`config.mk`:
```
export PLATFORM = sky130hd
export DESIGN_NAME = ocpwm_top
export DESIGN_NICKNAME = d
export VERILOG_FILES = /design/src/logic/ocpwm_pkg.sv /design/src/logic/ocpwm_top.sv /design/src/logic/ocpwm_core.sv
export VERILOG_INCLUDE_DIRS = /design/src /design/src/logic
export SDC_FILE = /design/constraint.sdc
export NUM_CORES = 1
export LEC_CHECK = 0
export ABC_AREA = 1
export ABC_CLOCK_PERIOD_IN_PS = 2400
export BUFFER_PORTS_ARGS = -buffer_cell sky130_fd_sc_hd__buf_2
export CORE_ASPECT_RATIO = 1.25
export CORE_MARGIN = 2
export CORE_UTILIZATION = 35
export CTS_CLUSTER_DIAMETER = 200
export CTS_CLUSTER_SIZE = 40
export DETAILED_ROUTE_END_ITERATION = 10
export GPL_ROUTABILITY_DRIVEN = 1
export SLEW_MARGIN = 10
export SYNTH_ARGS = -nofsm -noshare
export SYNTH_HDL_FRONTEND = slang
export SYNTH_SLANG_ARGS = --single-unit
```
`constraint.sdc`:
```
create_clock -name aclk -period 2.4 [get_ports aclk]
set_input_delay 0.48 -clock aclk [delete_from_list [all_inputs] [get_ports aclk]]
set_output_delay 0.48 -clock aclk [all_outputs]
set_load 0.02 [all_outputs]
```
`src/logic/ocpwm_defs.svh`:
```
// Overview of operation
// - mode 000 disables unit; pin belongs to port logic; no interrupt.
// - mode 001 starts low, interrupt on rising output edge.
// - mode 010 starts high, compare drives low, interrupt on falling edge.
// - mode 011 toggles on compare, keeps level on entry, interrupt both edges.
// - mode 100 starts low, one pulse, interrupt on its falling edge.
// - mode 101 starts low, continuous pulses, interrupt each falling edge.
// - mode 110 is PWM ignoring fault input, no interrupt.
// - PWM initial level low if primary value zero, else high.
// - mode 111 is PWM with fault input; interrupt on fault falling edge.
// - read-only fault flag bit 4 set by hardware, cleared by a control register write unless a mode 111 fault falling edge lands in the same cycle.
// - bit 3 selects timer b when set, timer a when clear.
// - bit 13 halts compare and PWM timing during CPU idle when set; mode 111 fault handling still runs.
// - pin changes on timer equal to compare value; one or two values used.
// - only units one and two may request direct memory transfers.
`ifndef OCPWM_DEFS_SVH
`define OCPWM_DEFS_SVH
`define OCPWM_ADDR_CONTROL   4'h0
`define OCPWM_ADDR_PRIMARY   4'h4
`define OCPWM_ADDR_SECONDARY 4'h8
`define OCPWM_ADDR_TIMERS    4'hC
`define OCPWM_BIT_IDLE_STOP  13
`define OCPWM_BIT_FAULT      4
`define OCPWM_BIT_TSEL       3
`define OCPWM_CONTROL_RESET  16'h0000
`define OCPWM_CONTROL_WMASK  16'h200F
`define OCPWM_RESP_OKAY      2'h0
`define OCPWM_RESP_SLVERR    2'h2
`endif

```
`src/logic/ocpwm_pkg.sv`:
```
package ocpwm_pkg;
  typedef enum logic [2:0] {
    OCPWM_OFF      = 3'b000,
    OCPWM_ONE_LOW  = 3'b001,
    OCPWM_ONE_HIGH = 3'b010,
    OCPWM_TOGGLE   = 3'b011,
    OCPWM_DELAYED  = 3'b100,
    OCPWM_CONT     = 3'b101,
    OCPWM_PWM      = 3'b110,
    OCPWM_PWM_FLT  = 3'b111
  } ocpwm_mode_e;
  typedef struct packed {
    logic        idle_stop;
    logic        time_base_select;
    ocpwm_mode_e compare_mode_field;
  } ocpwm_ctrl_s;
  typedef struct packed {
    logic [15:0] value;
    logic        period_hit;
  } ocpwm_base_s;
endpackage

```
`src/logic/ocpwm_top.sv`:
```
`timescale 1ns/10ps
`include "ocpwm_defs.svh"
module ocpwm_top #(
  parameter int UNIT_INDEX = 1
) (
  input  wire logic        aclk,
  input  wire logic        aresetn,
  input  wire logic [3:0]  s_axi_awaddr,
  input  wire logic        s_axi_awvalid,
  output logic             s_axi_awready,
  input  wire logic [31:0] s_axi_wdata,
  input  wire logic [3:0]  s_axi_wstrb,
  input  wire logic        s_axi_wvalid,
  output logic             s_axi_wready,
  output logic [1:0]       s_axi_bresp,
  output logic             s_axi_bvalid,
  input  wire logic        s_axi_bready,
  input  wire logic [3:0]  s_axi_araddr,
  input  wire logic        s_axi_arvalid,
  output logic             s_axi_arready,
  output logic [31:0]      s_axi_rdata,
  output logic [1:0]       s_axi_rresp,
  output logic             s_axi_rvalid,
  input  wire logic        s_axi_rready,
  input  wire logic [15:0] base_timer_a,
  input  wire logic        base_timer_a_period,
  input  wire logic [15:0] base_timer_b,
  input  wire logic        base_timer_b_period,
  input  wire logic        cpu_idle,
  input  wire logic        shared_fault_input,
  output logic             compare_output_pin,
  output logic             compare_output_pin_en,
  output logic             compare_event,
  output logic             dma_request
);
  logic [15:0] control_q;
  logic [15:0] primary_q;
  logic [15:0] secondary_q;
  logic [3:0]  awaddr_q;
  logic        aw_have_q;
  logic [31:0] wdata_q;
  logic [1:0]  wstrb_q;
  logic        w_have_q;
  logic        flt_s1_q;
  logic        flt_s2_q;
  logic        ctrl_written_q;
  logic        pin;
  logic        pin_en;
  logic        evt;
  logic        fault;
  logic        do_write;
  logic        wr_ctrl;
  logic        wr_pri;
  logic        wr_sec;
  logic        wr_ok;
  logic        rd_ok;
  logic [15:0] control_rd;
  logic [31:0] rd_word;
  ocpwm_pkg::ocpwm_ctrl_s ctrl;
  ocpwm_pkg::ocpwm_base_s base;

  function automatic logic [15:0] merge16(input logic [15:0] old, input logic [31:0] d, input logic [1:0] s);
    merge16 = {s[1] ? d[15:8] : old[15:8], s[0] ? d[7:0] : old[7:0]};
  endfunction

  // software must stop the time base before reconfiguring; nothing here guards it
  assign ctrl.idle_stop          = control_q[`OCPWM_BIT_IDLE_STOP];
  assign ctrl.time_base_select   = control_q[`OCPWM_BIT_TSEL];
  assign ctrl.compare_mode_field = ocpwm_pkg::ocpwm_mode_e'(control_q[2:0]);
  assign base.value      = ctrl.time_base_select ? base_timer_b : base_timer_a;
  assign base.period_hit = ctrl.time_base_select ? base_timer_b_period : base_timer_a_period;
  assign control_rd = {2'b00, control_q[13], 8'h00, fault, control_q[3:0]};

  assign do_write = aw_have_q && w_have_q && !s_axi_bvalid;
  assign wr_ctrl  = awaddr_q == `OCPWM_ADDR_CONTROL;
  assign wr_pri   = awaddr_q == `OCPWM_ADDR_PRIMARY;
  assign wr_sec   = awaddr_q == `OCPWM_ADDR_SECONDARY;
  assign wr_ok    = wr_ctrl || wr_pri || wr_sec;
  assign rd_ok    = (s_axi_araddr == `OCPWM_ADDR_CONTROL) || (s_axi_araddr == `OCPWM_ADDR_PRIMARY) ||
                    (s_axi_araddr == `OCPWM_ADDR_SECONDARY) || (s_axi_araddr == `OCPWM_ADDR_TIMERS);
  assign rd_word  = (s_axi_araddr == `OCPWM_ADDR_CONTROL)   ? {16'h0000, control_rd} :
                    (s_axi_araddr == `OCPWM_ADDR_PRIMARY)   ? {16'h0000, primary_q} :
                    (s_axi_araddr == `OCPWM_ADDR_SECONDARY) ? {16'h0000, secondary_q} :
                    (s_axi_araddr == `OCPWM_ADDR_TIMERS)    ? {base_timer_b, base_timer_a} : 32'h0000_0000;
  ocpwm_core u_core (
    .aclk                    (aclk),
    .aresetn                 (aresetn),
    .ctrl                    (ctrl),
    .ctrl_written            (ctrl_written_q),
    .base                    (base),
    .primary_compare_value   (primary_q),
    .secondary_compare_value (secondary_q),
    .fault_sync              (flt_s2_q),
    .cpu_idle                (cpu_idle),
    .pin_q                   (pin),
    .pin_en_q                (pin_en),
    .event_q                 (evt),
    .fault_q                 (fault)
  );

  always_ff @(posedge aclk) begin
    if (!aresetn) begin
      flt_s1_q <= 1'b1;
      flt_s2_q <= 1'b1;
    end else begin
      flt_s1_q <= shared_fault_input;
      flt_s2_q <= flt_s1_q;
    end
  end

  always_ff @(posedge aclk) begin
    if (!aresetn) begin
      s_axi_awready <= 1'b1;
      s_axi_wready  <= 1'b1;
      aw_have_q     <= 1'b0;
      w_have_q      <= 1'b0;
      awaddr_q      <= 4'h0;
      wdata_q       <= 32'h0000_0000;
      wstrb_q       <= 2'h0;
      s_axi_bvalid  <= 1'b0;
      s_axi_bresp   <= `OCPWM_RESP_OKAY;
      control_q     <= `OCPWM_CONTROL_RESET;
      primary_q     <= 16'h0000;
      secondary_q   <= 16'h0000;
      ctrl_written_q <= 1'b0;
    end else begin
      ctrl_written_q <= 1'b0;
      if (s_axi_awvalid && s_axi_awready) begin
        awaddr_q      <= {s_axi_awaddr[3:2], 2'b00};
        aw_have_q     <= 1'b1;
        s_axi_awready <= 1'b0;
      end
      if (s_axi_wvalid && s_axi_wready) begin
        wdata_q      <= s_axi_wdata;
        wstrb_q      <= s_axi_wstrb[1:0];
        w_have_q     <= 1'b1;
        s_axi_wready <= 1'b0;
      end
      if (do_write) begin
        aw_have_q    <= 1'b0;
        w_have_q     <= 1'b0;
        s_axi_bvalid <= 1'b1;
        s_axi_bresp  <= wr_ok ? `OCPWM_RESP_OKAY : `OCPWM_RESP_SLVERR;
        if (wr_ctrl) begin
          control_q      <= merge16(control_q, wdata_q, wstrb_q) & `OCPWM_CONTROL_WMASK;
          ctrl_written_q <= 1'b1;
        end
        if (wr_pri) begin
          primary_q <= merge16(primary_q, wdata_q, wstrb_q);
        end
        if (wr_sec) begin
          secondary_q <= merge16(secondary_q, wdata_q, wstrb_q);
        end
      end
      if (s_axi_bvalid && s_axi_bready) begin
        s_axi_bvalid  <= 1'b0;
        s_axi_awready <= 1'b1;
        s_axi_wready  <= 1'b1;
      end
    end
  end

  always_ff @(posedge aclk) begin
    if (!aresetn) begin
      s_axi_arready <= 1'b1;
      s_axi_rvalid  <= 1'b0;
      s_axi_rdata   <= 32'h0000_0000;
      s_axi_rresp   <= `OCPWM_RESP_OKAY;
    end else if (s_axi_arvalid && s_axi_arready) begin
      s_axi_arready <= 1'b0;
      s_axi_rvalid  <= 1'b1;
      s_axi_rdata   <= rd_word;
      s_axi_rresp   <= rd_ok ? `OCPWM_RESP_OKAY : `OCPWM_RESP_SLVERR;
    end else if (s_axi_rvalid && s_axi_rready) begin
      s_axi_rvalid  <= 1'b0;
      s_axi_arready <= 1'b1;
    end
  end

  always_ff @(posedge aclk) begin
    if (!aresetn) begin
      compare_output_pin    <= 1'b0;
      compare_output_pin_en <= 1'b0;
      compare_event         <= 1'b0;
      dma_request           <= 1'b0;
    end else begin
      compare_output_pin    <= pin;
      compare_output_pin_en <= pin_en;
      compare_event         <= evt;
      dma_request           <= evt && (UNIT_INDEX == 1 || UNIT_INDEX == 2);
    end
  end
endmodule

```
`src/logic/ocpwm_core.sv`:
```
`timescale 1ns/10ps
`include "ocpwm_defs.svh"
module ocpwm_core (
  input  wire logic                  aclk,
  input  wire logic                  aresetn,
  input  wire ocpwm_pkg::ocpwm_ctrl_s ctrl,
  input  wire logic                  ctrl_written,
  input  wire ocpwm_pkg::ocpwm_base_s base,
  input  wire logic [15:0]           primary_compare_value,
  input  wire logic [15:0]           secondary_compare_value,
  input  wire logic                  fault_sync,
  input  wire logic                  cpu_idle,
  output logic                       pin_q,
  output logic                       pin_en_q,
  output logic                       event_q,
  output logic                       fault_q
);
  logic [15:0] duty_q;
  logic        fault_prev_q;
  logic        done_q;
  logic        run;
  logic        hit_pri;
  logic        hit_sec;
  logic        fault_fall;
  logic        is_pwm;
  logic        pin_d;
  logic        done_d;
  ocpwm_pkg::ocpwm_mode_e mode;

  assign mode       = ctrl.compare_mode_field;
  assign run        = !(ctrl.idle_stop && cpu_idle);
  assign hit_pri    = run && (base.value == primary_compare_value);
  assign hit_sec    = run && (base.value == secondary_compare_value);
  assign fault_fall = fault_prev_q && !fault_sync;
  assign is_pwm     = (mode == ocpwm_pkg::OCPWM_PWM) || (mode == ocpwm_pkg::OCPWM_PWM_FLT);

  always_comb begin
    pin_d  = pin_q;
    done_d = done_q;
    case (mode)
      ocpwm_pkg::OCPWM_ONE_LOW: begin
        if (hit_pri && !done_q) begin
          pin_d  = 1'b1;
          done_d = 1'b1;
        end
      end
      ocpwm_pkg::OCPWM_ONE_HIGH: begin
        if (hit_pri && !done_q) begin
          pin_d  = 1'b0;
          done_d = 1'b1;
        end
      end
      ocpwm_pkg::OCPWM_TOGGLE: begin
        if (hit_pri) begin
          pin_d = !pin_q;
        end
      end
      ocpwm_pkg::OCPWM_DELAYED, ocpwm_pkg::OCPWM_CONT: begin
        if (!done_q && hit_pri) begin
          pin_d = 1'b1;
        end else if (pin_q && hit_sec) begin
          pin_d  = 1'b0;
          done_d = (mode == ocpwm_pkg::OCPWM_DELAYED);
        end
      end
      ocpwm_pkg::OCPWM_PWM, ocpwm_pkg::OCPWM_PWM_FLT: begin
        if (mode == ocpwm_pkg::OCPWM_PWM_FLT && (fault_q || !fault_sync)) begin
          pin_d = 1'b0;
        end else if (run && base.period_hit) begin
          pin_d = (secondary_compare_value != 16'h0000);
        end else if (run && base.value == duty_q) begin
          pin_d = 1'b0;
        end
      end
      default: begin
        pin_d  = 1'b0;
        done_d = 1'b0;
      end
    endcase
  end

  always_ff @(posedge aclk) begin
    if (!aresetn) begin
      pin_q        <= 1'b0;
      pin_en_q     <= 1'b0;
      event_q      <= 1'b0;
      fault_q      <= 1'b0;
      fault_prev_q <= 1'b1;
      done_q       <= 1'b0;
      duty_q       <= 16'h0000;
    end else begin
      fault_prev_q <= fault_sync;
      pin_en_q     <= (mode != ocpwm_pkg::OCPWM_OFF);
      if (ctrl_written) begin
        done_q  <= 1'b0;
        // a fault landing in the write cycle still sets the flag: set wins over clear
        fault_q <= (mode == ocpwm_pkg::OCPWM_PWM_FLT) && fault_fall;
        duty_q  <= primary_compare_value;
        event_q <= 1'b0;
        case (mode)
          ocpwm_pkg::OCPWM_ONE_HIGH: pin_q <= 1'b1;
          ocpwm_pkg::OCPWM_TOGGLE:   pin_q <= pin_q;
          ocpwm_pkg::OCPWM_PWM, ocpwm_pkg::OCPWM_PWM_FLT: pin_q <= (primary_compare_value != 16'h0000);
          default:                   pin_q <= 1'b0;
        endcase
      end else begin
        pin_q  <= pin_d;
        done_q <= done_d;
        if (is_pwm && run && base.period_hit) begin
          duty_q <= secondary_compare_value;
        end
        if (mode == ocpwm_pkg::OCPWM_PWM_FLT && fault_fall) begin
          fault_q <= 1'b1;
        end
        case (mode)
          ocpwm_pkg::OCPWM_ONE_LOW:  event_q <= !pin_q && pin_d;
          ocpwm_pkg::OCPWM_TOGGLE:   event_q <= pin_q != pin_d;
          ocpwm_pkg::OCPWM_ONE_HIGH, ocpwm_pkg::OCPWM_DELAYED,
          ocpwm_pkg::OCPWM_CONT:     event_q <= pin_q && !pin_d;
          ocpwm_pkg::OCPWM_PWM_FLT:  event_q <= fault_fall;
          default:                   event_q <= 1'b0;
        endcase
      end
    end
  end
endmodule

```
After elaboration in Yosys (flattened, before gate mapping) --
Cells that the tools add are included.
Operators by class: mux-type cells 33, $mul 0, $add $sub $neg 0, reduce and logical (&&, ||, !) cells 58, shift-type cells 0, div/mod/pow operators 0, magnitude comparators 0, bitwise logic cells 2, equality and inequality tests 20
Operators by type and width (count):
- 32-bit two-way mux | 4
- 16-bit == test | 3
- 16-bit two-way mux | 3
- 16-bit nonzero test | 2
- 1-bit logical AND | 21
- 1-bit two-way mux | 20
- 3-bit AND reduction | 6
- 3-bit == test (second input constant) | 4
- 2-bit OR reduction | 6
- 4-bit == test (second input constant) | 2
- 4-bit zero test | 2
- 1-bit logical OR | 7
- 3-bit by 2-bit == test with 1-bit output (second input constant) | 2
- 1-bit zero test | 6
- 1-bit case mux with 3 select lines | 2
- 2-bit nonzero test | 3
- 3-bit OR reduction | 2
- 1-bit case mux with 5 select lines | 1
- 4-bit by 3-bit == test with 1-bit output (second input constant) | 1
- 2-bit two-way mux | 2
- 2-bit by 1-bit inequality test with 1-bit output (second input constant) | 2
- 2-bit inequality test (second input constant) | 2
- 1-bit case mux with 4 select lines | 1
- 4-bit AND reduction | 1
- 7 further kinds | 8
Storage, ports and cells: memories kept 0, RAM bits 0, output and inout bits 45, ROM bits 0, flip-flop bits (word level) 128, word-level logic and storage cells 145, bits in latches 0, bits of input ports 87

Longest topological paths before layout --
Gate-level depths: netlist (run 1).
word-level depth 10, depth in mapped cells 21, mapped depth without buffers 20

Hierarchy --
A second synthesis (run 1) with hierarchy kept.
Second synthesis, totals: cells, all modules 984, area, all modules 6570.1 um^2
Modules (own cells, without submodules):
- ocpwm_top | area an instance 4543.1 um^2, times used 1, sequential area each 2082.0 um^2, cells an instance 621
- ocpwm_core | area an instance 2026.9 um^2, times used 1, sequential area each 440.4 um^2, cells an instance 363

Worst setup path after synthesis (run 1) --
Ideal clock, no wire load.
path type input-to-reg, start input port base_timer_a[1], end register u_core.event_q, data required time 2.326 ns, buffers on the path 0, library setup time 0.074 ns, path slack 0.054 ns, stages 15, arrival time 2.272 ns, cells stage by stage inv_1 > o21ai_0 > nor2_1 > nor2_1 > nand2_1 > nor2_1 > nand4_1 > nand3_1 > nand2_1 > nor2_2 > inv_2 > ha_1 > nor3_1 > a41oi_1 > a31oi_1
On the way: longest elaborated chain between the ends 10
Ends and longest elaborated chain:
- start, declared | RTL line ocpwm_top.sv:25 | input wire logic [15:0] base_timer_a,
- 16-bit two-way mux (*) | RTL line ocpwm_top.sv:70 | assign base.value = ctrl.time_base_select ? base_timer_b : base_timer_a;
- 16-bit == test, on equally long branches | RTL line ocpwm_core.sv:71, ocpwm_core.sv:33
- 1-bit logical AND, on equally long branches | RTL line ocpwm_core.sv:71, ocpwm_core.sv:33
- 1-bit two-way mux / 1-bit logical AND (equally long branches) | RTL line ocpwm_core.sv:71, ocpwm_core.sv:61
- 1-bit two-way mux, on equally long branches | RTL line ocpwm_core.sv:69, ocpwm_core.sv:61
- 1-bit two-way mux, on equally long branches | RTL line ocpwm_core.sv:67, ocpwm_core.sv:59
- 1-bit case mux with 5 select lines (*) | RTL line ocpwm_core.sv:40 | case (mode)
- 1-bit zero test | RTL line ocpwm_core.sv:119 | ocpwm_pkg::OCPWM_CONT: event_q <= pin_q && !pin_d;
- 1-bit logical AND | RTL line ocpwm_core.sv:119
- 1-bit case mux with 4 select lines (*) | RTL line ocpwm_core.sv:115 | case (mode)
- end signal, assigned | RTL line ocpwm_core.sv:116 | ocpwm_pkg::OCPWM_ONE_LOW: event_q <= !pin_q && pin_d;
- end signal, assigned | RTL line ocpwm_core.sv:119
- end signal, assigned | RTL line ocpwm_core.sv:120 | ocpwm_pkg::OCPWM_PWM_FLT: event_q <= fault_fall;
- end, declared | RTL line ocpwm_core.sv:15 | output logic event_q,
Every way passes the cells marked *; elsewhere a longest branch is shown, timed or not. A chain may end at the register's enable or synchronous reset.

Worst setup path in the final report (run 1) --
start register control_q[3], end register u_core.event_q
On the way: longest elaborated chain between the ends 10
Ends and longest elaborated chain:
- start, declared | RTL line ocpwm_top.sv:36 | logic [15:0] control_q;
- start signal, assigned | RTL line ocpwm_top.sv:122 | control_q <= `OCPWM_CONTROL_RESET;
- start signal, assigned | RTL line ocpwm_top.sv:145 | control_q <= merge16(control_q, wdata_q, wstrb_q) & `OCPWM_CONTROL_WMASK;
- 16-bit two-way mux | RTL line ocpwm_top.sv:70
- 16-bit == test, on equally long branches | RTL line ocpwm_core.sv:71, ocpwm_core.sv:33
- 1-bit logical AND, on equally long branches | RTL line ocpwm_core.sv:71, ocpwm_core.sv:33
- 1-bit two-way mux / 1-bit logical AND (equally long branches) | RTL line ocpwm_core.sv:71, ocpwm_core.sv:61
- 1-bit two-way mux, on equally long branches | RTL line ocpwm_core.sv:69, ocpwm_core.sv:61
- 1-bit two-way mux, on equally long branches | RTL line ocpwm_core.sv:67, ocpwm_core.sv:59
- 1-bit case mux with 5 select lines (*) | RTL line ocpwm_core.sv:40
- 1-bit zero test | RTL line ocpwm_core.sv:119
- 1-bit logical AND | RTL line ocpwm_core.sv:119
- 1-bit case mux with 4 select lines (*) | RTL line ocpwm_core.sv:115
Marks and branches as above.

==> results.md, run 1 <==
- The number of endpoints with negative hold slack in the final report is 0.
- The die covers 18480 µm².
- The post-synthesis cell type count is 33.
- In the finished design, the share of the clock period the worst path needs comes to 1.066.
- The type of destination of the critical path is a flop.
- Yosys mapped a number of flops with a built-in enable equal to 0.
- The clock arrives with 8.461 ps of skew.
- Setup repair after global routing could not meet its margin everywhere.
- The net count of the finished layout is 1165.
- At the pin with the least slew margin, the transition time is ~520 ps.
- The later pin in the worst-skew pair is clocked with a latency of 430 ps.
- TritonCTS built the clock tree.
- The leading register cell type out of synthesis is sky130_fd_sc_hd__dfxtp_1.
- The first detailed-routing pass ran for 5 iterations.
- For this configuration, the core starts out at a cell density of 0.3602.
- The most common cell type on the critical path is sky130_fd_sc_hd__nand2_1.
- The wire-length estimate of the detail-placed layout is 15.80 mm.
- Counting both buffers and inverters, the worst setup path holds a total of 5.
- The design draws 5920 µW.
- Measured along the x axis, the die boundary spans 122.0 µm.
- Subtracting the final worst setup slack from the clock period gives 2558 ps.
- The data required time of the critical path is 2700 ps.
- Summed over all layers, the routed wires come to 21.93 mm.
- The category of the most critical setup path is reg -> reg.
- The number of port buffers is 109.
- A synthesized cell averages 6.599 µm².
- The routed length per instance is about 17 µm.
- The delay of the slowest cell on the worst path is 380 ps.
- The number of antenna cells inserted is 0.
- The data arrival at the endpoint of the critical path is approximately 2900 ps.
- The detail route stage leaves a number of antenna-violating nets equal to 0.
- The number of clock sinks is 126.
- For the final routed database, the setup TNS stands at -157.9 ps.
- The synthesized netlist occupies a cell area of just over 6000 µm².
- Of all nets on the critical path, the largest fanout is 5.
- The worst setup slack before clock tree synthesis is -310.8 ps.
- The worst path setup slack after routing is -157.9 ps.
- The last weighted congestion value of the routability-driven placer is approximately 0.94.
- The die span in y is 151.5 µm.
- The register bit count reported by yosys is 126.
- Relative to the synthesized area, the layout overhead comes to 38.74%.
- The total leakage power is between 0.003 and 0.004 µW.
- The first-pass GRT wire length is about 34 mm.
- The fraction of the yosys area taken by sequential cells is 0.4141.
- The tool flagged a number of max-cap violations equal to 0.
- The worst supply voltage drop on vdd is 521.9 µV.
- The area of the core is 16910 µm².
- Summed over all layers, the global routing overflow is 0.
- Of the cells placed in the final design, the portion with a size suffix greater than 1 is 0.2635.
- The detail-routed via count per cell is 5.108.
- The number of instances in the synthesized netlist is slightly above 900.
- The flow ran to the end, but the final reports show violations.
- The final reports fail on setup timing.
- After the first detailed-routing iteration, the DRC count stood at 371.
- The path class of the tightest hold or removal check is in -> reg.
- In the synthesized netlist the async set-or-reset flop fraction comes to 0.
- The signal on the critical path passes through buf_12 -> buf_16 -> nand2_2 -> nand2_4 -> buf_4 -> nand2_1 -> nand2_1 -> inv_1 -> nand3_2 -> nor2_4 -> nand3_2 -> nand2_1 -> nand2_1 -> nand2_1 -> nand2_2 -> nor2_4 -> inv_2 -> ha_4 -> nor3_4 -> a41oi_2 -> a31oi_1.
- The slowest stage of the critical path belongs to the cell sky130_fd_sc_hd__dfxtp_4.
- Based on the critical path, the design can be clocked at up to 390.9 MHz.
- The remaining max-slew budget at the tightest pin is 0.6511.
- Hold is met by 231.9 ps.
- The initial antenna violation count came to 0.
- For this design the top-level I/O count stands at 132.
- The clock passes through at most 2 buffers.
- After detailed routing, the number of remaining DRC violations is 0.
- The cell family contributing the most delay on the critical path is simple AND/OR/NAND/NOR gates.
- Setup violations remaining at the end of the flow were counted as 1.
- The deepest level of the CTS H-tree is 4.
- The yosys synthesis warning count is 0.
- The worst setup path is launched from a flop.
- The all-layer global routing usage is 0.2440.
- The root buffer selected by CTS is sky130_fd_sc_hd__clkbuf_16.
- Power spread over the standard cell area amounts to 700.5 nW/µm².
- The largest net degree at the start of global routing is between 70 and 80.
- The count of standard-cell rows is 53.
- After clock tree synthesis, the clock-pin slew on the worst setup and hold paths is approximately 60 ps.
- The via count of the first global-routing pass came to around 6300.
- Buffers inserted during clock tree synthesis total 17.
- Detailed routing inserted a total of 6686 vias.
- The total count of max-transition violations in the final report is 0.
[routing by layer]
| layer | global-route usage | part of all wire | wire length, µm |
|---|---|---|---|
| met2 | 0.3961 | 0.48 | 10550 |
| met1 | 0.3015 | 0.42 | 9298 |
| met3 | 0.04304 | 0.049 | 1068 |
| met5 | 0 | 0 | 0 |
| met4 | 0.1466 | 0.046 | 1017 |
[cells in the mapped netlist, types with 2 or more instances]
master                       n  area [µm²]
sky130_fd_sc_hd__nor2_1     99       371.6
sky130_fd_sc_hd__nand3_1    37       185.2
sky130_fd_sc_hd__inv_2       2       7.510
sky130_fd_sc_hd__nor4_1      5       31.28
sky130_fd_sc_hd__o22ai_1     5       31.28
sky130_fd_sc_hd__xnor2_1     5       43.79
sky130_fd_sc_hd__o21ai_0   125       625.6
sky130_fd_sc_hd__nand2_2     7       43.79
sky130_fd_sc_hd__nand2_1   234       878.3
sky130_fd_sc_hd__o21ai_1     7       35.03
sky130_fd_sc_hd__nor3_1      8       40.04
sky130_fd_sc_hd__dfxtp_1   126        2522
sky130_fd_sc_hd__a21oi_1    77       385.4
sky130_fd_sc_hd__nand3b_1    3       22.52
sky130_fd_sc_hd__ha_1        2       25.02
sky130_fd_sc_hd__nor2_2      2       12.51
sky130_fd_sc_hd__a31oi_1    22       137.6
sky130_fd_sc_hd__inv_1      86       322.8
sky130_fd_sc_hd__a221oi_1    5       43.79
sky130_fd_sc_hd__or2_2       2       12.51
sky130_fd_sc_hd__clkinv_1    5       18.77
sky130_fd_sc_hd__buf_4       6       45.04
sky130_fd_sc_hd__nand4_1     9       56.30
sky130_fd_sc_hd__clkbuf_1   35       131.4
[placed cells by master, fill, tap and decap left out, types with 9 or more instances in the layout]
| cell type | instances |
|---|---|
| sky130_fd_sc_hd__nand2_1 | 199 |
| sky130_fd_sc_hd__dfxtp_1 | 125 |
| sky130_fd_sc_hd__o21ai_0 | 122 |
| sky130_fd_sc_hd__buf_2 | 109 |
| sky130_fd_sc_hd__nor2_1 | 86 |
| sky130_fd_sc_hd__inv_1 | 85 |
| sky130_fd_sc_hd__a21oi_1 | 76 |
| sky130_fd_sc_hd__buf_4 | 55 |
| sky130_fd_sc_hd__nand3_1 | 30 |
| sky130_fd_sc_hd__nand2_2 | 23 |
| sky130_fd_sc_hd__a31oi_1 | 22 |
| sky130_fd_sc_hd__clkbuf_16 | 17 |
| sky130_fd_sc_hd__nand2_4 | 15 |
| sky130_fd_sc_hd__nor2_2 | 11 |
| sky130_fd_sc_hd__nand4_1 | 9 |
[worst register-to-register path, stage by stage, from the launching register on]
cell and delay [ps]:
sky130_fd_sc_hd__dfxtp_4 380, sky130_fd_sc_hd__buf_12 130, sky130_fd_sc_hd__buf_16 130, sky130_fd_sc_hd__nand2_2 70, sky130_fd_sc_hd__nand2_4 80, sky130_fd_sc_hd__buf_4 140, sky130_fd_sc_hd__nand2_1 50, sky130_fd_sc_hd__nand2_1 50
sky130_fd_sc_hd__inv_1 60, sky130_fd_sc_hd__nand3_2 110, sky130_fd_sc_hd__nor2_4 160, sky130_fd_sc_hd__nand3_2 70, sky130_fd_sc_hd__nand2_1 60, sky130_fd_sc_hd__nand2_1 50, sky130_fd_sc_hd__nand2_1 70, sky130_fd_sc_hd__nand2_2 80
sky130_fd_sc_hd__nor2_4 100, sky130_fd_sc_hd__inv_2 50, sky130_fd_sc_hd__ha_4 270, sky130_fd_sc_hd__nor3_4 30, sky130_fd_sc_hd__a41oi_2 170, sky130_fd_sc_hd__a31oi_1 110
[final timing paths]
kind / start / to / slack, ps / cells past startpoint
worst max-delay path: control_q[3] / u_core.event_q / -160 / 21
worst min-delay path: shared_fault_input / flt_s1_q / 230 / 2
worst max register to register: control_q[3] / u_core.event_q / -160 / 21
worst min register to register: flt_s1_q / flt_s2_q / 410 / 1
[state kept, by name, summed over array words and instances, names as in the netlist, 2 cells and up]
register	cells
wdata_q	16
control_q	5
primary_q	16
secondary_q	16
u_core.duty_q	16
awaddr_q	2
s_axi_rdata	32
wstrb_q	2
[stage by stage]
stage               cells  cell area, µm²  utilization
global route         1309            8451       0.4997
CTS                  1307            8219       0.4861
global placement     1270            7246       0.4285
floorplan             924            6095            -
detailed placement   1270            7246       0.4285
finish               1309            8451       0.4997
[area by class of cell]
cell class / instances / area (µm²)
fillers: 1713 / 8459
clock buffers: 20 / 466.7
inverters: 93 / 354.1
multi-input cells: 662 / 3427
well taps: 220 / 275.3
clock inverters: 12 / 230.2
repair buffers: 176 / 1171
flip-flops and latches: 126 / 2526
[cells by family after synthesis]
group	Yosys count	share of synthesized area
fa+ha+maj	2	0.004108
simple gates	406	0.2716
buf+inv	136	0.08772
compound gates	247	0.2147
flops	126	0.4141
other cells	1	0.0006157
xor+xnor	5	0.007189
[power breakdown]
group	switching [µW]	leakage (µW)	internal, µW
Combinational	391	0.00229	234
Sequential	61.0	0.00103	2170
Clock	1020	0.000333	2040
Total	1470	0.00365	4450
[timing repair]
item / 4_1_cts / 5_1_grt
cloned: 1 / 0
hold buffers: 0 / 0
setup buffers: 5 / 3
setup endpoints to repair: 1 / 2
pin swaps: 26 / 36
hold endpoints to repair: 0 / 0
gates resized for setup: 59 / 51
(Power assumes the default switching activity.)
==> run 2, diff against run 1 <==
CORE_UTILIZATION = 45   (was 35)
PLACE_DENSITY = 0.71   (was unset)
==> run 2 against run 1 <==
  * The run still ends with setup timing left
  * Register-to-register slack better by 30 ps
  * Count of clock-buffer cells in the layout is 1 lower
  * Sequential power hardly changed
  * Largest cell class unchanged
  * Largest power group unchanged
==> results.md, run 2 (synthesis gave the netlist of run 1 again) <==
- The flow ran to the end, but the final reports show violations.
- The final reports fail on setup timing.
- The largest fanout on the critical path is 7 (+2).
- The non-filler instance count after layout is 1257 (-4.0%).
- The first-pass GRT wire length came to 32.46 mm (-4.9%).
- The chip width came to 108.1 µm (-11%).
- The type of the worst min-delay path is in -> reg.
- The deepest level of the CTS H-tree is 4 (unchanged).
- The largest net degree at the start of global routing came to 104 (+39%).
- The data arrival at the endpoint of the critical path came to 2820 ps (-40 ps).
- The category of cells accounting for the largest share of critical-path delay is simple AND/OR/NAND/NOR gates.
- The count of hold buffers inserted by post-cts repair is 0 (unchanged).
- The number of antenna cells inserted is 0 (unchanged).
- The total count of max-transition violations in the final report is 0 (unchanged).
- The upper clock frequency limit came to 396.0 MHz (+1.3%).
- The last weighted congestion value of the routability-driven placer is 0.9434 (+0.31%).
- The delay of the slowest cell on the worst path is 380 ps (about the same).
- The ratio of cells with drive above 1 in the final layout is 0.2422 (-0.02137).
- The detail-routed via count per cell is 5.424 (+6.2%).
- The number of nets with antenna violations after routing is 0 (unchanged).
- Walking the worst path, the cells encountered are inv_4 -> buf_12 -> buf_8 -> nand2_4 -> nand2_4 -> nand2_2 -> o21ai_2 -> nor2_1 -> nand2_1 -> nor2_4 -> buf_4 -> nand3_1 -> nand2_1 -> nand3_2 -> nand2_4 -> nor2_4 -> buf_4 -> buf_4 -> ha_1 -> o21ai_1 -> a31oi_1.
- The number of fill cells in the layout was 1280 (-25%).
- The worst path setup slack after routing is -125.1 ps (+32.82 ps).
- The number of cells on the worst reg-to-reg path is 21 (unchanged).
- The all-layer global routing usage is 0.2935 (+0.04951).
- The category of the most critical setup path is reg -> reg.
- The remaining max-slew budget at the tightest pin is 0.3953 (-0.2559).
- The path length in cells of the critical path was 21 (unchanged).
- The starting density of the core was 0.4603 (+0.1001).
- The total leakage power is 0.003555 µW (-2.5%).
- The detailed-route wire length was 20.62 mm (-6.0%).
- The count of standard-cell rows is 47 (-11%).
- The number of flip-flops in the largest register was 32 (unchanged).
- In the layout the commonest cells are sky130_fd_sc_hd__nand2_1, sky130_fd_sc_hd__dfxtp_1, sky130_fd_sc_hd__o21ai_0.
- The cell with the largest stage delay on the worst path is sky130_fd_sc_hd__dfxtp_4.
- The total congestion overflow after global routing was 0 (unchanged).
- The area of the core came to 13230 µm² (-22%).
- The area growth from synthesis to layout is 31.72%.
- The worst supply voltage drop on vdd is 660.8 µV (+27%).
- The register ranked first by flip-flop count is s_axi_rdata.
- The number of port buffers is 109 (unchanged).
- STA classifies the critical path startpoint as a flop.
- The number of max-cap violations came to 0 (unchanged).
- The final layout net count is 1162 (-0.26%).
- The number of cells traversed by the worst hold path is 2 (unchanged).
- The initial antenna violation count is 0 (unchanged).
- Setup repair after global routing could not meet its margin everywhere.
- The number of endpoints with negative hold slack in the final report is 0 (unchanged).
- The worst hold margin is 242.4 ps (+10.55 ps).
- The number of primary I/O pins came to 132 (unchanged).
- The library cell used most frequently in the layout, excluding fill and tap cells, is sky130_fd_sc_hd__nand2_1.
- The worst clock skew is 7.528 ps (-0.9336 ps).
- The count of final setup violators is 2 (+1).
- The number of DRC markers after the initial detailed-route iteration is 630 (+70%).
- The TritonCTS clock tree is yes.
- The CTS buffer count was 17 (unchanged).
- The source-to-sink clock delay at the later pin of the worst-skew pair is 420 ps (about the same).
- The power density relative to cell area is 659.9 nW/µm² (-5.8%).
- The detailed-placement wirelength estimate is 14.80 mm (-6.4%).
- The die span in y came to 134.1 µm (-11%).
- The data required time of the critical path was 2700 ps (about the same).
- The clock transition time at the flip-flop clock pins of the worst setup and hold paths is 60 ps (about the same).
- The worst setup path is captured at a flop.
- The number of buffer and inverter stages on the critical path came to 6 (+1).
- The time the worst path needs with I/O delays and setup was 2525 ps (-32.82 ps).
- The routed length per instance is 16.40 µm (-2.1%).
- In this run the clock root is driven by a sky130_fd_sc_hd__clkbuf_16.
- The transition time of the tightest slew-check pin is 907.1 ps (+387.0 ps).
- The cell count after placement is 1212 (-4.6%).
- The number of remaining DRC errors is 0 (unchanged).
- The maximum clock path buffer count is 2 (unchanged).
- The number of search-and-repair iterations in the first detailed-routing pass is 6 (+1).
- The final cycle utilization of the critical path is 1.052 (-0.01368).
- The die outline area is 14490 µm² (-22%).
- The via count of the first global-routing pass is 6317 (-0.47%).
- The number of clock sinks was 126 (unchanged).
- The overall via count from detail_route is 6818 (+2.0%).
run 2: cell types whose count changed in the layout (fill, tap and decap cells not counted), sizes merged:
cell and delta:
bufinv -5, clkinvlp +2, buf -3, clkinv +4, clkbuf -1
run 2: final cells by class:
cell class / instances / area [µm²] / share of cell area
Clock buffer: 19 / 452.9 / 0.05646
Clock inverter: 13 / 115.1 / 0.01435
Tap cell: 171 / 214.0 / 0.02667
Inverter: 93 / 351.6 / 0.04382
Timing Repair Buffer: 173 / 1101 / 0.1372
Sequential cell: 126 / 2526 / 0.3149
Multi-Input combinational cell: 662 / 3262 / 0.4066
run 2: repair_timing:
item	CTS	global route
setup buffers	13	3
gates resized for setup	39	38
endpoints found under the setup margin	1	3
pin swaps	16	26
run 2: worst paths after layout:
path | to | start | slack [ps]
hold / removal | flt_s1_q | shared_fault_input | 240
hold reg to reg | flt_s2_q | flt_s1_q | 410
setup reg to reg | u_core.event_q | control_q[3] | -130
setup / recovery | u_core.event_q | control_q[3] | -130
run 2: per-stage QoR:
stage               TNS (ps)  setup WS [ps]  instance area [µm²]  utilization  power [µW]
floorplan                  0          53.83                 6095            -        2589
global placement      -307.2         -307.2                 7079       0.5350        2829
detailed placement    -379.3         -379.3                 7079       0.5350        2835
CTS                   -232.8         -140.4                 7878       0.5954        5293
global route          -487.4         -275.7                 8023       0.6063        5485
finish                -159.9         -125.1                 8023       0.6063        5294
run 2: power breakdown:
part | switching (µW) | leakage, µW | internal (µW) | total (µW)
combinational | 372 | 0.00226 | 220 | 592
sequential | 63.7 | 0.00103 | 2170 | 2240
clock | 988 | 0.000272 | 1480 | 2460
run 2: layer usage:
| layer | part of all wire | GRT usage |
|---|---|---|
| met1 | 0.40 | 0.3685 |
| met2 | 0.49 | 0.4860 |
| met3 | 0.072 | 0.05442 |
| met4 | 0.035 | 0.1346 |
| met5 | 0 | 0 |
run 2: worst register-to-register path, cell delays in order (launching register included):
cell and delay [ps]:
sky130_fd_sc_hd__dfxtp_4 380, sky130_fd_sc_hd__inv_4 50, sky130_fd_sc_hd__buf_12 130, sky130_fd_sc_hd__buf_8 130, sky130_fd_sc_hd__nand2_4 70, sky130_fd_sc_hd__nand2_4 60
sky130_fd_sc_hd__nand2_2 60, sky130_fd_sc_hd__o21ai_2 50, sky130_fd_sc_hd__nor2_1 90, sky130_fd_sc_hd__nand2_1 120, sky130_fd_sc_hd__nor2_4 130, sky130_fd_sc_hd__buf_4 120
sky130_fd_sc_hd__nand3_1 80, sky130_fd_sc_hd__nand2_1 90, sky130_fd_sc_hd__nand3_2 90, sky130_fd_sc_hd__nand2_4 90, sky130_fd_sc_hd__nor2_4 50, sky130_fd_sc_hd__buf_4 120
sky130_fd_sc_hd__buf_4 120, sky130_fd_sc_hd__ha_1 170, sky130_fd_sc_hd__o21ai_1 90, sky130_fd_sc_hd__a31oi_1 100
==> run 3, diff against run 2 <==
PLACE_DENSITY = 0.73   (was 0.71)
==> run 3 against run 2 <==
  * The flow still finishes with violations (setup timing)
  * Sequential share of layout area rose by 0.22 points
  * Sequential power is essentially flat
  * Total power down 1.3%
  * Global-route usage fell by 0.40 points
  * First-iteration DRC count rose by 3.3%
  * Routed wire length is 1.9% higher
  * Clock power shrank 2%
  * Utilization decreased by 0.42 points
  * Critical path depth is 1 lower
  * Count of clock-buffer cells in the layout grew 3
  * Non-clock buffer count down 5
  * Critical path type unchanged
==> results.md, run 3 (synthesis gave the netlist of run 1 again) <==
- The post-layout total power is 5224 µW (-1.3%).
- The number of port buffers is 109 (unchanged).
- The area of all placed cells without fillers is 7968 µm² (-0.69%).
- The via count of the first global-routing pass came to 6112 (-3.2%).
- The remaining max-slew budget at the tightest pin is 0.5771 (+0.1818).
- The most common library cell in the layout ignoring fill and taps is sky130_fd_sc_hd__nand2_1.
- The CTS buffer count is 17 (unchanged).
- The end point of the worst hold path is flt_s1_q.
- The final layout net count is 1157 (-0.43%).
- The worst setup path is launched from a flop.
- The number of primary I/O pins is 132 (unchanged).
- The all-layer global routing usage is 0.2895 (-0.004019).
- The routed length per instance came to 16.78 µm (+2.3%).
- The largest net degree at the start of global routing was 104 (unchanged).
- The number of nets with antenna violations after routing is 0 (unchanged).
- The number of fill cells in the layout is 1256 (-1.9%).
- The worst register-to-register path begins at control_q[3].
- The number of DRC markers after the initial detailed-route iteration is 651 (+3.3%).
- The clock transition time at the flip-flop clock pins of the worst setup and hold paths is 60 ps (about the same).
- The detailed-placement wirelength estimate is 14.88 mm (+0.59%).
- Leaving out fill and tap cells, the most frequent cells in the layout are sky130_fd_sc_hd__nand2_1, sky130_fd_sc_hd__dfxtp_1, sky130_fd_sc_hd__o21ai_0.
- The number of max-cap violations is 0 (unchanged).
- The die outline area is 14490 µm² (unchanged).
- The count of final setup violators is 2 (unchanged).
- The area of the core is 13230 µm² (unchanged).
- The flow ran to the end, but the final reports show violations.
- The area growth from synthesis to layout is 30.81%.
- The path class of the tightest hold or removal check is in -> reg.
- The largest fanout on the critical path is 7 (unchanged).
- The chip width is 108.1 µm (unchanged).
- The worst hold path startpoint is shared_fault_input.
- The data arrival at the endpoint of the critical path was 2850 ps (+30 ps).
- The number of flip-flops in the largest register came to 32 (unchanged).
- The number of cells on the worst reg-to-reg path is 20 (-4.8%).
- The worst setup slack before clock tree synthesis was -356.9 ps (+22.38 ps).
- The total leakage power is 0.003478 µW (-2.2%).
- The worst hold margin is 241.9 ps (-0.5180 ps).
- The placement-stage cell area is 7074 µm² (about the same).
- The number of search-and-repair iterations in the first detailed-routing pass was 6 (unchanged).
- The type of destination of the critical path is a flop.
- CTS placed an instance of sky130_fd_sc_hd__clkbuf_16 at the clock tree root.
- The number of remaining DRC errors is 0 (unchanged).
- The last weighted congestion value of the routability-driven placer was 0.9384 (-0.53%).
- The reg-to-reg endpoint is u_core.event_q.
- The slack of the worst reg-to-reg path came to -150 ps (-30 ps).
- The category of the most critical setup path is reg -> reg.
- The register ranked first by flip-flop count is s_axi_rdata.
- The total congestion overflow after global routing was 0 (unchanged).
- The count of standard-cell rows is 47 (unchanged).
- The power density relative to cell area is 655.7 nW/µm² (-0.64%).
- The ratio of cells with drive above 1 in the final layout is 0.2396 (-0.002580).
- The checks that failed: setup timing.
- The final cycle utilization of the critical path is 1.064 (+0.01206).
- The worst clock skew was 6.579 ps (-0.9492 ps).
- The deepest level of the CTS H-tree was 4 (unchanged).
- The upper clock frequency limit is 391.5 MHz (-1.1%).
- The total count of max-transition violations in the final report was 0 (unchanged).
- The source-to-sink clock delay at the later pin of the worst-skew pair was 420 ps (about the same).
- The number of endpoints with negative hold slack in the final report is 0 (unchanged).
- Setup repair after global routing could not meet its margin everywhere.
- The first-pass GRT wire length is 31.93 mm (-1.7%).
- The transition time of the tightest slew-check pin is 632.8 ps (-274.3 ps).
- The number of clock sinks is 126 (unchanged).
- The end-of-flow core utilization was 0.6022 (-0.004161).
- The starting density of the core came to 0.4603 (unchanged).
- The number of cells traversed by the worst hold path is 2 (unchanged).
- The initial antenna violation count was 0 (unchanged).
- The number of antenna cells inserted is 0 (unchanged).
- The TritonCTS clock tree is yes.
- The detailed-route wire length was 21.01 mm (+1.9%).
- The worst supply voltage drop on vdd is 435.4 µV (-34%).
- The data required time of the critical path is 2700 ps (about the same).
- The detail-routed via count per cell is 5.464 (+0.74%).
- The worst path setup slack after routing came to -154.1 ps (-28.95 ps).
- The time the worst path needs with I/O delays and setup is 2554 ps (+28.95 ps).
- The maximum clock path buffer count is 2 (unchanged).
- The overall via count from detail_route was 6841 (+0.34%).
- The die span in y is 134.1 µm (unchanged).
## run 3: worst max-delay path, cell delays in order (launching register included)
cell,delay (ps)
sky130_fd_sc_hd__dfxtp_4,360
sky130_fd_sc_hd__buf_6,120
sky130_fd_sc_hd__inv_6,60
sky130_fd_sc_hd__buf_12,130
sky130_fd_sc_hd__nand2_4,60
sky130_fd_sc_hd__nand2_4,70
sky130_fd_sc_hd__inv_2,40
sky130_fd_sc_hd__nand2_1,50
sky130_fd_sc_hd__nand2_1,50
sky130_fd_sc_hd__nor2_1,130
sky130_fd_sc_hd__nand2_1,110
sky130_fd_sc_hd__nor2_4,150
sky130_fd_sc_hd__nand4_1,180
sky130_fd_sc_hd__nand3_1,140
sky130_fd_sc_hd__nand2_2,80
sky130_fd_sc_hd__nor2_4,120
sky130_fd_sc_hd__inv_2,50
sky130_fd_sc_hd__ha_4,240
sky130_fd_sc_hd__nor3_1,30
sky130_fd_sc_hd__a41oi_1,170
sky130_fd_sc_hd__a31oi_1,90
## run 3: power by group
part           internal, µW  leakage [µW]  switching, µW
logic                   216       0.00219            377
clock network          1450      0.000260            950
registers              2170       0.00103           61.4
total                  3840       0.00348           1390
## run 3: timing repair
item / in CTS / in global routing
endpoints found under the setup margin: 1 / 2
setup buffers: 7 / 4
hold buffers: 0 / 0
gates resized for setup: 29 / 48
gates cloned: 1 / 0
pin swaps: 13 / 29
## run 3: worst max-delay path by stage
stage | startpoint | depth (start not counted) | slack, ps | end
2_1_floorplan | base_timer_a[1] | 15 | 50 | u_core.event_q
3_3_place_gp | base_timer_b[1] | 18 | -280 | u_core.event_q
3_5_place_dp | base_timer_b[1] | 18 | -360 | u_core.event_q
4_1_cts | control_q[3] | 21 | -140 | u_core.event_q
5_1_grt | control_q[3] | 22 | -280 | u_core.event_q
6_report | control_q[3] | 20 | -150 | u_core.event_q
## run 3: area by class of cell
cell class | count | area (µm²) | area share
multi-input cells | 662 | 3262 | 0.4094
flip-flops and latches | 126 | 2526 | 0.3171
repair buffers | 168 | 1067 | 0.1340
clock buffers | 22 | 454.2 | 0.05700
inverters | 93 | 354.1 | 0.04444
well taps | 171 | 214.0 | 0.02685
clock inverters | 10 | 90.09 | 0.01131
## run 3: layer usage
metal  global-route usage  wire length (µm)  part of all wire  up-vias
met5                    0                 0                 0        -
met4               0.1189               803             0.038        0
met3              0.05879              1591             0.076       66
met2               0.4867             10250              0.49      322
met1               0.3596              8367              0.40     3118
li1                     -                 -                 -     3335
## run 3: metrics by stage
stage / instances / setup TNS (ps)
2_1_floorplan: 924 / 0
3_3_place_gp: 1208 / -278.8
3_5_place_dp: 1208 / -356.9
4_1_cts: 1248 / -220.1
5_1_grt: 1252 / -514.4
6_report: 1252 / -306.2
